$ cat src/rtl/fpw_pkg.sv
// constants, register indices and state layout of the four-channel pwm block
package fpw_pkg;

   // register indices; byte address is four times the index
   localparam logic [6:0] IDX_CLK   = 7'h40;
   localparam logic [6:0] IDX_POL   = 7'h41;
   localparam logic [6:0] IDX_EN    = 7'h42;
   localparam logic [6:0] IDX_PRES  = 7'h43;
   localparam logic [6:0] IDX_SCAL0 = 7'h44;
   localparam logic [6:0] IDX_SCNT0 = 7'h45;
   localparam logic [6:0] IDX_SCAL1 = 7'h46;
   localparam logic [6:0] IDX_SCNT1 = 7'h47;
   localparam logic [6:0] IDX_CNT0  = 7'h48;
   localparam logic [6:0] IDX_PER0  = 7'h4C;
   localparam logic [6:0] IDX_DTY0  = 7'h50;
   localparam logic [6:0] IDX_CTL   = 7'h54;
   localparam logic [6:0] IDX_TST   = 7'h55;
   localparam logic [6:0] IDX_PDAT  = 7'h56;
   localparam logic [6:0] IDX_PDIR  = 7'h57;

   localparam int         ADDR_W    = 12;
   localparam int         IDX_LSB   = 2;
   localparam int         IDX_MSB   = 8;

   // clocks_and_concatenate fields
   localparam int         JOIN_HI_BIT = 7;
   localparam int         JOIN_LO_BIT = 6;
   localparam int         CLK_A_LSB   = 3;
   localparam int         CLK_B_LSB   = 0;
   // clock_select_and_polarity fields
   localparam int         SEL_LSB     = 4;
   localparam int         POL_LSB     = 0;
   // general_control_register and test_mode_register fields
   localparam int         CENTER_BIT  = 3;
   localparam int         CRD_BIT     = 5;
   localparam int         PCD_BIT     = 4;
   localparam int         SLD_BIT     = 3;
   localparam logic [7:0] TST_MASK    = 8'h38;

   localparam logic [7:0]  BYTE_ZERO = 8'h00;
   localparam logic [7:0]  ONE8      = 8'h01;
   localparam logic [15:0] ZERO16    = 16'h0000;
   localparam logic [15:0] ONE16     = 16'h0001;
   localparam logic [15:0] MAX8      = 16'h00FF;
   localparam logic [15:0] MAX16     = 16'hFFFF;
   localparam logic [6:0]  PRES_ONE  = 7'h01;

   typedef struct packed {
      logic [7:0]      clk_cfg;
      logic [7:0]      pol_cfg;
      logic [7:0]      en;
      logic [7:0]      ctl;
      logic [7:0]      tst;
      logic [7:0]      pdat;
      logic [7:0]      pdir;
      logic [6:0]      pres;
      logic [1:0][7:0] scal;
      logic [1:0][7:0] scnt;
      logic [1:0]      shalf;
      logic [3:0][7:0] cnt;
      logic [3:0][7:0] per_buf;
      logic [3:0][7:0] dty_buf;
      logic [3:0][7:0] per_act;
      logic [3:0][7:0] dty_act;
      logic [3:0]      dn;
      logic [3:0]      out;
      logic [3:0]      live;
      logic [31:0]     prdata;
      logic            pslverr;
   } fpw_state_t;

endpackage

$ cat src/rtl/fpw_top.sv
// four-channel pwm with prescaler, scalers, concatenation and apb register access
// Operation
// (RULE1) join_upper_pair set: channels 2,3 form one 16-bit channel on pin 2, ch3 clock
// (RULE2) join_lower_pair set: channels 0,1 form one 16-bit channel on pin 0, ch1 clock
// (RULE3) each 3-bit prescale field divides E by two to the field value
// (RULE4) clock select bit clear picks A or B, set picks scaled clock
// (RULE5) polarity set: high at period start, low at duty; clear: the reverse
// (RULE6) duty counts low time for polarity clear left-aligned, else high time; the code counts low time for polarity clear center-aligned too
// (RULE7) enabled channel forces its pin to output without touching direction bit
// (RULE8) enable gates clock on clock edges; prescaler stops with all channels off
// (RULE9) waveform reaches pin at the selected clock's next cycle after enable
// (RULE10) prescale counter free-runs, 7 bits, readable always, writable in special mode
// (RULE11) scale write loads its down-counter unless special mode with load disable
// (RULE12) S0 is clock A divided by scale plus one, then halved
// (RULE13) S1 is clock B divided by second scale plus one, then halved
// (RULE14) scale counters count down, reload at zero, always readable
// (RULE15) channel counter write clears count and latches duty and period
// (RULE16) special mode with counter reset disable: counter write keeps count
// (RULE17) counter read returns count without disturbing the channel
// (RULE18) left-aligned period match resets counter and starts new period
// (RULE19) center-aligned counters count up and down, reversing on period match
// (RULE20) duty match toggles the output within the period
// (RULE21) enabled channel resumes from its stored count on its selected clock
// (RULE22) special mode period compare disable: left-aligned match keeps counting
// (RULE23) enabled channel buffers period and duty until rollover; disabled passes through
// (RULE24) center_align_sel clear gives left-aligned, set gives center-aligned, all channels
// (RULE25) left period is clock times (period plus one); center is clock times period times two
// (RULE26) everything clears on reset: channels disabled, left-aligned
//
// Implementation choice: register access over APB.
module fpw_top (
   input  wire logic                      ref_clk,
   input  wire logic                      rst,
   input  wire logic                      special_mode_flag,
   input  wire logic [fpw_pkg::ADDR_W-1:0] paddr,
   input  wire logic                      psel,
   input  wire logic                      penable,
   input  wire logic                      pwrite,
   input  wire logic [31:0]               pwdata,
   output logic      [31:0]               prdata,
   output logic                           pready,
   output logic                           pslverr,
   output logic      [3:0]                pwm_pin_out,
   output logic      [3:0]                pwm_pin_oe
);

   fpw_pkg::fpw_state_t s;
   fpw_pkg::fpw_state_t n;

   logic [6:0]  idx;
   logic        mapped;
   logic [7:0]  rd;
   logic [7:0]  wd;
   logic        wr;
   logic        setup;
   logic        run;
   logic [6:0]  mask_a;
   logic [6:0]  mask_b;
   logic [1:0]  base_tick;
   logic [1:0]  sc_tick;
   logic [3:0]  ch_tick;
   logic        joined;
   logic [1:0]  lo;
   logic [15:0] c16;
   logic [15:0] p16;
   logic [15:0] d16;
   logic [15:0] mx;
   logic [15:0] nx;
   logic        ndn;
   logic        roll;
   logic        center;
   logic        pcd;

   // output level from count, period and duty, boundary cases first
   function automatic logic level(input logic [15:0] c, input logic [15:0] p,
                                  input logic [15:0] d, input logic [15:0] m,
                                  input logic pol, input logic ctr, input logic dn);
      logic v;
      v = pol;
      if (p == fpw_pkg::ZERO16) begin
         v = pol;
      end else if (d == m) begin
         v = ~pol;
      end else if (d >= p) begin
         v = pol;
      end else if (ctr) begin
         // the up-slope match counts too, so the active time is twice the duty
         v = ((c < d) || ((c == d) && !dn)) ? pol : ~pol;
      end else begin
         v = (c <= d) ? pol : ~pol;
      end
      return v;
   endfunction

   always_comb begin
      n         = s;
      idx       = paddr[fpw_pkg::IDX_MSB:fpw_pkg::IDX_LSB];
      wd        = pwdata[7:0];
      setup     = psel & ~penable;
      rd        = fpw_pkg::BYTE_ZERO;
      mapped    = (paddr[fpw_pkg::ADDR_W-1:fpw_pkg::IDX_MSB+1] == '0);
      center    = s.ctl[fpw_pkg::CENTER_BIT];                                  // (RULE24)
      pcd       = special_mode_flag & s.tst[fpw_pkg::PCD_BIT];
      joined    = 1'b0;
      lo        = 2'b00;
      c16       = fpw_pkg::ZERO16;
      p16       = fpw_pkg::ZERO16;
      d16       = fpw_pkg::ZERO16;
      mx        = fpw_pkg::MAX8;
      nx        = fpw_pkg::ZERO16;
      ndn       = 1'b0;
      roll      = 1'b0;
      base_tick = 2'b00;
      sc_tick   = 2'b00;
      ch_tick   = 4'h0;

      // read mux; counters are only sampled, never touched by a read
      case (idx)
         fpw_pkg::IDX_CLK:   rd = s.clk_cfg;
         fpw_pkg::IDX_POL:   rd = s.pol_cfg;
         fpw_pkg::IDX_EN:    rd = s.en;
         fpw_pkg::IDX_PRES:  rd = {1'b0, s.pres};                             // (RULE10)
         fpw_pkg::IDX_SCAL0: rd = s.scal[0];
         fpw_pkg::IDX_SCNT0: rd = s.scnt[0];                                  // (RULE14)
         fpw_pkg::IDX_SCAL1: rd = s.scal[1];
         fpw_pkg::IDX_SCNT1: rd = s.scnt[1];                                  // (RULE14)
         fpw_pkg::IDX_CTL:   rd = s.ctl;
         fpw_pkg::IDX_TST:   rd = s.tst;
         fpw_pkg::IDX_PDAT:  rd = s.pdat;
         fpw_pkg::IDX_PDIR:  rd = s.pdir;
         default: begin
            if (idx[6:2] == fpw_pkg::IDX_CNT0[6:2]) begin
               rd = s.cnt[idx[1:0]];                                          // (RULE17)
            end else if (idx[6:2] == fpw_pkg::IDX_PER0[6:2]) begin
               rd = s.per_buf[idx[1:0]];
            end else if (idx[6:2] == fpw_pkg::IDX_DTY0[6:2]) begin
               rd = s.dty_buf[idx[1:0]];
            end else begin
               mapped = 1'b0;
            end
         end
      endcase
      wr = psel & penable & pwrite & mapped;

      if (setup) begin
         n.prdata  = mapped ? {24'h000000, rd} : 32'h00000000;
         n.pslverr = ~mapped;
      end

      // prescaler stops while every channel is off to save power
      run = |s.en[3:0];                                                       // (RULE8)
      if (run) begin
         n.pres = s.pres + fpw_pkg::PRES_ONE;                                 // (RULE10)
      end
      mask_a = 7'((8'h01 << s.clk_cfg[fpw_pkg::CLK_A_LSB +: 3]) - 8'h01);    // (RULE3)
      mask_b = 7'((8'h01 << s.clk_cfg[fpw_pkg::CLK_B_LSB +: 3]) - 8'h01);    // (RULE3)
      base_tick[0] = run & ((s.pres & mask_a) == mask_a);
      base_tick[1] = run & ((s.pres & mask_b) == mask_b);

      // scaler: divide by scale plus one, then a toggle halves it
      for (int k = 0; k < 2; k++) begin
         if (base_tick[k]) begin
            if (s.scnt[k] == fpw_pkg::BYTE_ZERO) begin
               n.scnt[k]  = s.scal[k];                                        // (RULE14)
               n.shalf[k] = ~s.shalf[k];                                      // (RULE12) (RULE13)
               sc_tick[k] = s.shalf[k];
            end else begin
               n.scnt[k] = s.scnt[k] - fpw_pkg::ONE8;                         // (RULE14)
            end
         end
      end

      for (int i = 0; i < 4; i++) begin
         // channels 0,1 use A/S0 and 2,3 use B/S1
         ch_tick[i] = s.pol_cfg[fpw_pkg::SEL_LSB + i] ? sc_tick[i/2]          // (RULE4)
                                                       : base_tick[i/2];
      end

      for (int u = 0; u < 4; u++) begin
         joined = (u < 2) ? s.clk_cfg[fpw_pkg::JOIN_LO_BIT]                   // (RULE2)
                          : s.clk_cfg[fpw_pkg::JOIN_HI_BIT];                  // (RULE1)
         lo     = joined ? 2'(u | 1) : 2'(u);
         roll   = 1'b0;
         if (joined && (u % 2 == 1)) begin
            // low byte of a joined pair: its pin stays with the port
            n.live[u] = 1'b0;
            n.out[u]  = 1'b0;
         end else begin
            mx  = joined ? fpw_pkg::MAX16 : fpw_pkg::MAX8;
            c16 = joined ? {s.cnt[u], s.cnt[lo]} : {8'h00, s.cnt[u]};         // (RULE1) (RULE2)
            p16 = joined ? {s.per_act[u], s.per_act[lo]} : {8'h00, s.per_act[u]};
            d16 = joined ? {s.dty_act[u], s.dty_act[lo]} : {8'h00, s.dty_act[u]};
            nx  = c16;
            ndn = s.dn[u];
            if (!s.en[u]) begin
               n.live[u]    = 1'b0;
               n.per_act[u] = s.per_buf[u];                                   // (RULE23)
               n.dty_act[u] = s.dty_buf[u];
               n.per_act[lo] = s.per_buf[lo];
               n.dty_act[lo] = s.dty_buf[lo];
            end else if (ch_tick[lo]) begin
               // first tick after enable puts the waveform on the pin
               n.live[u] = 1'b1;                                              // (RULE9) (RULE21)
               if (!center) begin
                  if ((c16 == p16) && !pcd) begin                             // (RULE22)
                     nx   = fpw_pkg::ZERO16;                                  // (RULE18) (RULE25)
                     roll = 1'b1;
                  end else begin
                     nx = c16 + fpw_pkg::ONE16;
                  end
               end else if (!s.dn[u]) begin
                  if (c16 >= p16) begin
                     ndn = 1'b1;                                              // (RULE19)
                     nx  = (p16 == fpw_pkg::ZERO16) ? fpw_pkg::ZERO16 : c16 - fpw_pkg::ONE16;
                  end else begin
                     nx = c16 + fpw_pkg::ONE16;
                  end
               end else if (c16 == fpw_pkg::ZERO16) begin
                  ndn  = 1'b0;                                                // (RULE19) (RULE25)
                  nx   = (p16 == fpw_pkg::ZERO16) ? fpw_pkg::ZERO16 : fpw_pkg::ONE16;
                  roll = 1'b1;
               end else begin
                  nx = c16 - fpw_pkg::ONE16;
               end
               n.dn[u] = ndn;
               n.out[u] = level(nx, p16, d16, mx,                             // (RULE5) (RULE6)
                                s.pol_cfg[fpw_pkg::POL_LSB + u], center, ndn); // (RULE20)
               if (joined) begin
                  n.cnt[u]  = nx[15:8];
                  n.cnt[lo] = nx[7:0];
               end else begin
                  n.cnt[u] = nx[7:0];
               end
               if (roll) begin
                  n.per_act[u]  = s.per_buf[u];                               // (RULE23)
                  n.dty_act[u]  = s.dty_buf[u];
                  n.per_act[lo] = s.per_buf[lo];
                  n.dty_act[lo] = s.dty_buf[lo];
               end
            end
         end
      end

      // software writes act last so they win over the counting above
      if (wr) begin
         case (idx)
            fpw_pkg::IDX_CLK:  n.clk_cfg = wd;
            fpw_pkg::IDX_POL:  n.pol_cfg = wd;
            fpw_pkg::IDX_EN:   n.en      = {4'h0, wd[3:0]};
            fpw_pkg::IDX_PRES: begin
               if (special_mode_flag) begin
                  n.pres = wd[6:0];                                           // (RULE10)
               end
            end
            fpw_pkg::IDX_SCAL0, fpw_pkg::IDX_SCAL1: begin
               n.scal[idx[1]] = wd;
               if (!(special_mode_flag && s.tst[fpw_pkg::SLD_BIT])) begin
                  n.scnt[idx[1]] = wd;                                        // (RULE11)
               end
            end
            fpw_pkg::IDX_CTL:  n.ctl  = wd;
            fpw_pkg::IDX_TST: begin
               if (special_mode_flag) begin
                  n.tst = wd & fpw_pkg::TST_MASK;
               end
            end
            fpw_pkg::IDX_PDAT: n.pdat = {4'h0, wd[3:0]};
            fpw_pkg::IDX_PDIR: n.pdir = {4'h0, wd[3:0]};
            default: begin
               if (idx[6:2] == fpw_pkg::IDX_CNT0[6:2]) begin
                  if (!(special_mode_flag && s.tst[fpw_pkg::CRD_BIT])) begin  // (RULE16)
                     n.cnt[idx[1:0]] = fpw_pkg::BYTE_ZERO;                    // (RULE15)
                     n.dn[idx[1:0]]  = 1'b0;
                  end
                  n.per_act[idx[1:0]] = s.per_buf[idx[1:0]];                  // (RULE15)
                  n.dty_act[idx[1:0]] = s.dty_buf[idx[1:0]];
               end else if (idx[6:2] == fpw_pkg::IDX_PER0[6:2]) begin
                  n.per_buf[idx[1:0]] = wd;
                  if (!s.en[idx[1:0]]) begin
                     n.per_act[idx[1:0]] = wd;                                // (RULE23)
                  end
               end else if (idx[6:2] == fpw_pkg::IDX_DTY0[6:2]) begin
                  n.dty_buf[idx[1:0]] = wd;
                  if (!s.en[idx[1:0]]) begin
                     n.dty_act[idx[1:0]] = wd;                                // (RULE23)
                  end
               end
            end
         endcase
      end

      // test bits exist only in special mode
      if (!special_mode_flag) begin
         n.tst = fpw_pkg::BYTE_ZERO;
      end
   end

   always_ff @(posedge ref_clk) begin
      if (rst) begin
         s <= '0;                                                             // (RULE26)
      end else begin
         s <= n;
      end
   end

   assign prdata  = s.prdata;
   assign pready  = psel & penable;
   assign pslverr = psel & penable & s.pslverr;

   always_comb begin
      for (int i = 0; i < 4; i++) begin
         pwm_pin_oe[i]  = s.en[i] | s.pdir[i];                                // (RULE7)
         pwm_pin_out[i] = (s.en[i] & s.live[i]) ? s.out[i] : s.pdat[i];       // (RULE9)
      end
   end

endmodule // fpw_top
$ cat config.mk
export PLATFORM = sky130hd
export DESIGN_NAME = fpw_top
export DESIGN_NICKNAME = d
export VERILOG_FILES = /design/src/rtl/fpw_pkg.sv /design/src/rtl/fpw_top.sv
export SDC_FILE = /design/constraint.sdc
export NUM_CORES = 1
export LEC_CHECK = 0
export BUFFER_PORTS_ARGS = -buffer_cell sky130_fd_sc_hd__buf_2
export CAP_MARGIN = 5
export CORE_ASPECT_RATIO = 1.75
export CORE_MARGIN = 2
export CORE_UTILIZATION = 40
export CTS_CLUSTER_DIAMETER = 40
export DETAILED_ROUTE_END_ITERATION = 10
export PLACE_DENSITY = 0.54
export SETUP_SLACK_MARGIN = 0.2
export SYNTH_ARGS = -nofsm -noshare
export SYNTH_HDL_FRONTEND = slang
export SYNTH_SLANG_ARGS = --single-unit
$ cat constraint.sdc
create_clock -name ref_clk -period 7 [get_ports ref_clk]
set_input_delay 0.35 -clock ref_clk [delete_from_list [all_inputs] [get_ports ref_clk]]
set_output_delay 0.35 -clock ref_clk [all_outputs]
set_load 0.01 [all_outputs]
# ---- Yosys cells after proc, flatten, opt, wreduce, memory -nomap -nowiden
# Index checks and enable logic that the tools add are counted.
dict set report classes {
  addsub 13
  multipliers 0
  n_div 0
  order_cmp 25
  n_eq_ne 29
  shifts 2
  mux 270
  bitwise_logic 38
  reduce_logical 61
}
# operator n
set op_table {}
lappend op_table {{2-to-1 mux 16 bit} 53}
lappend op_table {{2-to-1 mux 64 bit} 10}
lappend op_table {{2-to-1 mux 32 bit} 18}
lappend op_table {{bitwise mux 32 bit} 12}
lappend op_table {{2-to-1 mux 164 bit} 2}
lappend op_table {{2-to-1 mux 8 bit} 28}
lappend op_table {{binary-select mux 8 bit (select 2 bit)} 13}
lappend op_table {{== test 16 bit} 12}
lappend op_table {{2-to-1 mux 48 bit} 4}
lappend op_table {{2-to-1 mux 65 bit} 2}
lappend op_table {{>= comparator 16 bit} 8}
lappend op_table {{zero test 16 bit} 8}
lappend op_table {{2-to-1 mux 1 bit} 110}
lappend op_table {{one-hot mux 8 bit (12 select lines)} 1}
lappend op_table {{== test 7 bit, second input constant} 12}
lappend op_table {{adder 16 x 1 -> 16 bit, second input constant} 4}
lappend op_table {{less-or-equal comparator 16 bit} 4}
lappend op_table {{less-than comparator 16 bit} 4}
lappend op_table {{subtractor 16 x 1 -> 16 bit, second input constant} 4}
lappend op_table {{demux 8 bit (select 2 bit)} 3}
lappend op_table {{2-to-1 mux 39 bit} 1}
lappend op_table {{AND 32 bit} 1}
lappend op_table {{bitwise mux 16 bit} 2}
lappend op_table {{inverter 32 bit} 1}
lappend op_table {{other kinds (38)} 121}
dict set report totals {
  register_bits 285
  latch_bits 0
  ram_bits 0
  mem_bits_ro 0
  output_inout_bits 42
  word_cells 483
  memories 0
}

# ---- Logic depth before layout (Yosys ltp)
# Gate-level depths: netlist of run 1.
dict set report depth {
  depth_word 33
  ltp_mapped 29
}

# ---- Worst setup path after synthesis of run 1
# Ideal clock, no wire load.
dict set report synth_timing {
  path_kind {register to register}
  from {reg s (netlist bit joined)}
  to {reg s[39] (netlist bit)}
  setup_time_ps 140
  arrival_time_ps 5686
  t_required_ps 6860
  setup_slack_ps 1174
  path_stages_with_launch 30
  n_path_buf 9
  period_less_slack_ps 5826
  cell_sequence {dfxtp_1 > buf_2 > buf_6 > buf_2 > clkbuf_1 > buf_2 > clkbuf_1 > buf_1 > nand2_1 > a21boi_0 > ha_1 > and3_1 > a221o_1 > a21oi_1 > and3b_1 > buf_2 > or3_1 > clkbuf_1 > o21ai_0 > a221oi_1 > nor2b_1 > ha_1 > o21ai_0 > nand2b_1 > a21oi_1 > or4_1 > a31oi_1 > o211ai_1 > mux2i_1 > o311ai_0}
}
dict set report synth_between {
  elab_chain_len 19
}
# element line_no
set synth_lines {}
lappend synth_lines {{start, declared} fpw_top.sv:47} ;# fpw_pkg::fpw_state_t s;
lappend synth_lines {{start signal, assigned} fpw_top.sv:302} ;# s <= n;
lappend synth_lines {{parallel branches: the longest is 19 deep, another holds subtractor 16 x 1 -> 16 bit} n/a}
# Parallel ways; which one is timed is not known. The select of a mux whose other input is x is not followed.
# A chain may end at the register's enable or synchronous reset.

# ---- Worst setup path after layout of run 1
# Ends and elaborated chain as after synthesis.

==> impl_metrics.env, run 1 <==
export IMPL_hold_violations=0
export IMPL_synth_area_leader_cell="dfxtp_1"
export IMPL_whs_ns=0.171
export IMPL_clkSlewWorstSetupHoldPaths_ns=0.06
export IMPL_synth_area_leaders="dfxtp_1 23%, ha_1 11%, mux2i_1 9.1%, nor2_1 5.2%, nand2_1 4.3%"
export IMPL_insertion_delay_ns=0.61
export IMPL_tns_ns=0
export IMPL_synth_most_common_cell="nor2_1"
export IMPL_htreeDepth=2
export IMPL_hpwl_mm=76.0
export IMPL_fill_cells=5492
export IMPL_synth_edf_count=0
export IMPL_ir_worst_vdd_mv=0.191
export IMPL_cts_resized_gates=0
export IMPL_grt_usage_pct=33.5
export IMPL_p_per_area_nw_per_um2=150
export IMPL_synth_ff_type="dfxtp_1"
export IMPL_synth_cells=2824
export IMPL_vias_per_cell=6.42
export IMPL_crit_required_ns=7.45
export IMPL_critPathKind="reg2reg"
export IMPL_p_int_mw=2.70
export IMPL_syn_to_final_growth_pct=9.36
export IMPL_drt_first_pass_iters=6
export IMPL_grt_start_max_net_pins=96
export IMPL_drt_iter0_drc=2190
export IMPL_hold_buffers=0
export IMPL_maxCapViolCount=0
export IMPL_drive_gt1_share_pct=9.05
export IMPL_endpoint_kind="register"
export IMPL_worst_ep_arrival_time_ns=6.47
export IMPL_async_reset_ff_share_pct=0
export IMPL_comb_power_share_pct=3.5
export IMPL_hold_class="in2reg"
export IMPL_syn_cell_area_um2=22400
export IMPL_stdcell_count=3518
export IMPL_cts_buffers=38
export IMPL_status="finished, final reports clean"
export IMPL_power_frac_clock_pct=56.0
export IMPL_postCtsSetupRepairBufs=0
export IMPL_finalSetupViolCount=0
export IMPL_synth_top_cell_area_share_pct=23.4
export IMPL_switching_share_pct=26.4
export IMPL_skew_ns=0.0358
export IMPL_core_um2=55200
export IMPL_max_freq_ghz=0.166
export IMPL_fp_dieH_um=317
export IMPL_cp_max_fo=25
export IMPL_ant_nets=0
export IMPL_yosysSeqAreaShare_pct=23.4
export IMPL_routed_wl_mm=98.0
export IMPL_remaining_drc_errors=0
export IMPL_dieArea_um2=57900
export IMPL_clkSinkCount=261
export IMPL_start_util_pct=40.5
export IMPL_yosys_top_cells_count="309 x nor2_1, 261 x dfxtp_1, 258 x nand2_1"
export IMPL_die_w_um=183
export IMPL_avgSynthCellArea_um2=7.92
export IMPL_rsz0062_at_grt="no"
export IMPL_synth_seq_cells=261
export IMPL_clockBufferDepth=3
export IMPL_grt_pass1_vias=22203
export IMPL_fp_row_count=114
export IMPL_place_congestion=1.04
export IMPL_antenna_found_initial=1
export IMPL_finalCritPeriodShare_pct=86.1
export IMPL_num_io_pins=92
export IMPL_io_buffers=41
export IMPL_root_buffer="clkbuf_16"
export IMPL_ys_types=89
export IMPL_switchingPower_mw=0.969
export IMPL_power_leakage_nw=10.0
export IMPL_period_needed_ns=6.03
export IMPL_max_slew_margin_pct=17.5
export IMPL_cts_tree="done"
export IMPL_tightest_slew_ns=1.23
export IMPL_grt_overflow=0
export IMPL_startpoint_type="register"
export IMPL_dp_cells=3444
export IMPL_wl_per_cell_um=27.9
export IMPL_fin_nets=3041
export IMPL_grt_pass1_wl_mm=144
export IMPL_seqPwrFrac_pct=40.5
export IMPL_slew_violations=0
export IMPL_vias=22586
export IMPL_yosys_warnings=0
## placed cells by master, fill, tap and decap left out, types with 12 or more instances in the layout
master	count
a22oi_1	68
a211oi_1	35
or3_1	21
xnor2_1	48
nor2_1	309
a21oi_1	168
o211ai_1	20
clkbuf_16	38
o21ai_0	105
ha_1	203
o22ai_1	54
inv_1	151
buf_4	63
nand4_1	54
nand2b_1	27
a21o_1	44
a32oi_1	12
xor2_1	14
a21boi_0	18
dfxtp_1	259
or2_2	12
mux2i_1	203
nor3_1	53
nand3_1	78
conb_1	24
buf_2	40
a31oi_1	15
nor2b_1	24
nor4_1	20
and2_1	30
o22a_1	37
nand2_1	258
mux4_2	32
## kinds of logic (layout without fill, tap and decap cells)
kind of cell / count (synthesis) / after routing / synth area share (%)
AO/OA/AOI/OAI: 743 / 743 / 22.9
XOR/XNOR: 62 / 62 / 2.43
adder cells (fa/ha/maj): 203 / 203 / 11.4
buffers and inverters: 358 / 328 / 6.86
flip-flops: 261 / 261 / 23.4
multiplexers: 245 / 245 / 12.8
other: 1 / 29 / 0.0168
AND/OR/NAND/NOR: 951 / 951 / 20.3
## area by class of cell
class / instances / area, um2 / area share (%)
antenna: 5 / 12.5 / 0.0511
inverter: 154 / 578 / 2.36
clock buffer: 47 / 1050 / 4.31
clock inverter: 22 / 300 / 1.23
sequential: 261 / 5230 / 21.4
multi-input combinational: 2228 / 15700 / 64.2
tap: 696 / 871 / 3.56
timing repair buffer: 105 / 704 / 2.88
## power groups by stage
stage               registers [mW]  logic (mW)  clock network [mW]
finish                        1.49       0.127                2.05
global route                  1.49       0.134                2.14
CTS                           1.49       0.124                2.07
detailed placement            1.52       0.124                   0
global placement              1.52       0.124                   0
floorplan                     1.52      0.0883                   0
## through the flow
stage          setup slack, ns  utilization, %  total power [mW]  cell area (um2)
2_1_floorplan             1.17               -              1.61            22500
3_3_place_gp              1.21            41.8              1.64            23100
3_5_place_dp              1.06            41.8              1.64            23100
4_1_cts                   1.05            44.3              3.68            24500
5_1_grt                  0.482            44.3              3.76            24500
6_report                 0.972            44.3              3.67            24500
## metal layers
metal	vias to the layer above	track usage, %	routed length, um
li1	10302	-	-
met1	10862	34.4	34200
met2	1035	59.5	48000
met3	387	4.15	5230
met4	0	30.6	10600
met5	-	0	0
## critical path: stages, from the launching register on
cell,delay (ns)
dfxtp_4,0.55
clkinv_1,0.56
a21boi_0,0.53
ha_1,0.31
and3_1,0.22
a221o_1,0.34
a21oi_1,0.28
and3b_1,0.45
or3_1,0.42
o21ai_0,0.18
a221oi_1,0.33
nor2b_1,0.13
ha_1,0.31
o21ai_0,0.08
nand2b_1,0.07
a21oi_1,0.10
or4_1,0.41
a31oi_1,0.17
o211ai_1,0.13
mux2i_1,0.18
o311ai_0,0.13
## final timing paths
kind	slack [ns]	cells after the start	startpoint	to
setup / recovery	0.97	20	joined$_SDFFE_PP0P_	s[39]$_SDFFE_PP0P_
hold / removal	0.17	3	special_mode_flag	s[266]$_SDFFE_PP0P_
setup reg to reg	0.97	20	joined$_SDFFE_PP0P_	s[39]$_SDFFE_PP0P_
hold reg to reg	0.48	2	s[266]$_SDFFE_PP0P_	s[266]$_SDFFE_PP0P_
Power figures use the tool's default switching activity.
==> run 2: changes to the inputs <==
- ABC_AREA: not set -> 1
- GPL_ROUTABILITY_DRIVEN: not set -> 0
==> run 2 against run 1 <==
  * Power rose by 0.28%
  * First-iteration DRC count is 16% higher
  * Synthesized cell count up 30%
  * Sequential cell count stayed put
  * Setup slack better by 0.44 ns
  * Maximum frequency rose by 8.0%
  * Register-to-register slack gained 0.44 ns
  * Hold slack improved by 0.0027 ns
  * Critical endpoint is now s[40]$_SDFFE_PP0P_
==> impl_metrics.env, run 2 <==
export IMPL_status="finished, final reports clean"
export IMPL_io_buffers=41
export IMPL_r2r_start="joined$_SDFFE_PP0P_"
export IMPL_yosysSeqAreaShare_pct=22.5
export IMPL_syn_cell_area_um2=23300
export IMPL_syn_to_final_growth_pct=7.99
export IMPL_power_leakage_nw=11.7
export IMPL_critical_path_top_delay_family="simple AND/OR/NAND/NOR gates"
export IMPL_reg2reg_slack_ns=1.42
export IMPL_endpoint_kind="register"
export IMPL_start_util_pct=40.6
export IMPL_antenna_found_initial=2
export IMPL_slowest_stage="dfxtp_2"
export IMPL_cp_slowest_stage_delay_ns=0.83
export IMPL_async_reset_ff_share_pct=0
export IMPL_seqCellArea_um2=5230
export IMPL_worstSetupStartpoint="joined$_SDFFE_PP0P_"
export IMPL_rsz0062_at_grt="no"
export IMPL_critPathKind="reg2reg"
export IMPL_finalSetupViolCount=0
export IMPL_routed_wl_mm=105
export IMPL_dieArea_um2=60200
export IMPL_ant_nets=0
export IMPL_post_place_ws_ns=1.59
export IMPL_hold_violations=0
export IMPL_grt_overflow=0
export IMPL_synth_area_leaders="dfxtp_1 22%, nand2_1 14%, ha_1 11%, a21oi_1 8.5%, inv_1 7.4%"
export IMPL_avgSynthCellArea_um2=6.36
export IMPL_fp_row_count=116
export IMPL_num_io_pins=92
export IMPL_fin_nets=3877
export IMPL_grt_pass1_vias=24401
export IMPL_p_per_area_nw_per_um2=147
export IMPL_clockBufferDepth=3
export IMPL_synth_ff_type="dfxtp_1"
export IMPL_root_buffer="clkbuf_16"
export IMPL_crit_path_frequent_cell="nand2_1"
export IMPL_vias=25636
export IMPL_holdPathStages=3
export IMPL_clkSlewWorstSetupHoldPaths_ns=0.07
export IMPL_synth_seq_cells=261
export IMPL_tns_ns=0
export IMPL_hold_class="in2reg"
export IMPL_postCtsSetupRepairBufs=0
export IMPL_drt_iter0_drc=2542
export IMPL_cts_tree="done"
export IMPL_tightest_slew_ns=1.31
export IMPL_hpwl_mm=81.2
export IMPL_finalCritPeriodShare_pct=79.8
export IMPL_worst_ep_arrival_time_ns=6.06
export IMPL_fp_dieH_um=323
export IMPL_synth_area_leader_cell="dfxtp_1"
export IMPL_grt_start_max_net_pins=85
export IMPL_wl_per_cell_um=23.8
export IMPL_insertion_delay_ns=0.58
export IMPL_vias_per_cell=5.80
export IMPL_maxCapViolCount=0
export IMPL_fin_ws_ns=1.42
export IMPL_hold_buffers=0
export IMPL_cp_max_fo=31
export IMPL_cts_buffers=37
export IMPL_skew_ns=0.0324
export IMPL_max_slew_margin_pct=12.4
export IMPL_hp_start="special_mode_flag"
export IMPL_reg2reg_depth=27
export IMPL_slew_violations=0
export IMPL_grt_usage_pct=34.7
export IMPL_period_needed_ns=5.58
export IMPL_yosys_warnings=0
export IMPL_fill_cells=6321
export IMPL_synth_top_cell_area_share_pct=22.5
export IMPL_drive_gt1_share_pct=7.86
export IMPL_synth_most_common_cell="nand2_1"
export IMPL_startpoint_type="register"
export IMPL_path_buf_inv=6
export IMPL_crit_required_ns=7.48
export IMPL_multi_input_area_um2=15300
export IMPL_core_um2=57300
export IMPL_synth_cells=3659
export IMPL_remaining_drc_errors=0
export IMPL_mostFrequentLayoutCell="nand2_1"
export IMPL_final_core_util_pct=43.8
export IMPL_clkSinkCount=261
export IMPL_mostFrequentLayoutCells="865 x nand2_1, 459 x inv_1, 397 x a21oi_1, 315 x o21ai_0, 258 x dfxtp_1"
export IMPL_cts_resized_gates=0
export IMPL_hold_end="s[265]$_SDFFE_PP0P_"
export IMPL_drt_first_pass_iters=7
export IMPL_max_freq_ghz=0.179
export IMPL_ys_types=74
export IMPL_r2r_end="s[40]$_SDFFE_PP0P_"
export IMPL_ir_worst_vdd_mv=0.183
export IMPL_die_w_um=186
export IMPL_htreeDepth=2
export IMPL_yosys_top_cells_count="865 x nand2_1, 459 x inv_1, 397 x a21oi_1"
export IMPL_grt_pass1_wl_mm=154
export IMPL_synth_edf_count=0
[run 2: cell types whose count changed after synthesis, moves of 37 or more]
| cell | previous run | this run |
|---|---|---|
| inv_1 | 151 | 459 |
| mux2i_1 | 203 | 0 |
| o22ai_1 | 54 | 99 |
| xnor2_1 | 48 | 3 |
| nand3_1 | 78 | 195 |
| a22oi_1 | 68 | 10 |
| o21ai_0 | 105 | 315 |
| a21o_1 | 44 | 3 |
| clkbuf_1 | 128 | 72 |
| nand2_1 | 258 | 865 |
| o22a_1 | 37 | 0 |
| nor2_1 | 309 | 196 |
| xor2_1 | 14 | 63 |
| a21oi_1 | 168 | 397 |
[run 2: worst min-delay path: cells and delay by family]
family	cells	cell delay (ns)
AOI/OAI and AO/OA	1	0.06
buffers and inverters	1	0.16
and+or+nand+nor	1	0.13
[run 2: cell type report]
cell class / count / area share, %
multi-input cells: 2746 / 60.8
flip-flops and latches: 261 / 20.8
clock inverters: 26 / 1.34
well taps: 767 / 3.82
clock buffers: 41 / 3.87
diodes: 1 / 0.00997
repair buffers: 70 / 1.68
inverters: 508 / 7.61
[run 2: through the flow]
stage	instances	instance area [um2]	hold WS, ns	total power, mW
CTS	4419	25100	0.147	3.69
finish	4420	25100	0.173	3.68
global placement	4352	23800	0.432	1.67
detailed placement	4352	23800	0.444	1.66
floorplan	3682	23300	0.422	1.61
global route	4419	25100	0.192	3.75
[run 2: worst max-delay path by stage]
| stage | endpoint | slack [ns] | depth (start not counted) |
|---|---|---|---|
| finish | s[40]$_SDFFE_PP0P_ | 1.42 | 27 |
| global route | s[40]$_SDFFE_PP0P_ | 0.99 | 27 |
| CTS | s[40]$_SDFFE_PP0P_ | 1.58 | 27 |
| detailed placement | s[40]$_SDFFE_PP0P_ | 1.59 | 27 |
| global placement | s[40]$_SDFFE_PP0P_ | 1.66 | 27 |
| floorplan | s[37]$_SDFFE_PP0P_ | 3.15 | 34 |
[run 2: logic make-up after synthesis]
family | count (synthesis) | synth area share [%]
buffers and inverters | 675 | 12.2
DFF | 261 | 22.5
and+or+nand+nor | 1459 | 27.8
AOI/OAI and AO/OA | 994 | 24.1
xor gates and xnor gates | 66 | 2.49
adders and majority gates | 203 | 10.9
other | 1 | 0.0161
[run 2: metal layers]
metal,share of wire [%],track usage (%)
met5,0.011,0
met4,11,30.4
met3,6.1,5.07
met2,48,60.7
met1,35,35.8
[run 2: report_power, final]
part / total [mW] / internal, mW / leakage (nW) / switching, mW
logic: 0.152 / 0.0251 / 8.97 / 0.127
clock network: 2.04 / 1.19 / 0.629 / 0.853
registers: 1.49 / 1.49 / 2.10 / 0.000293
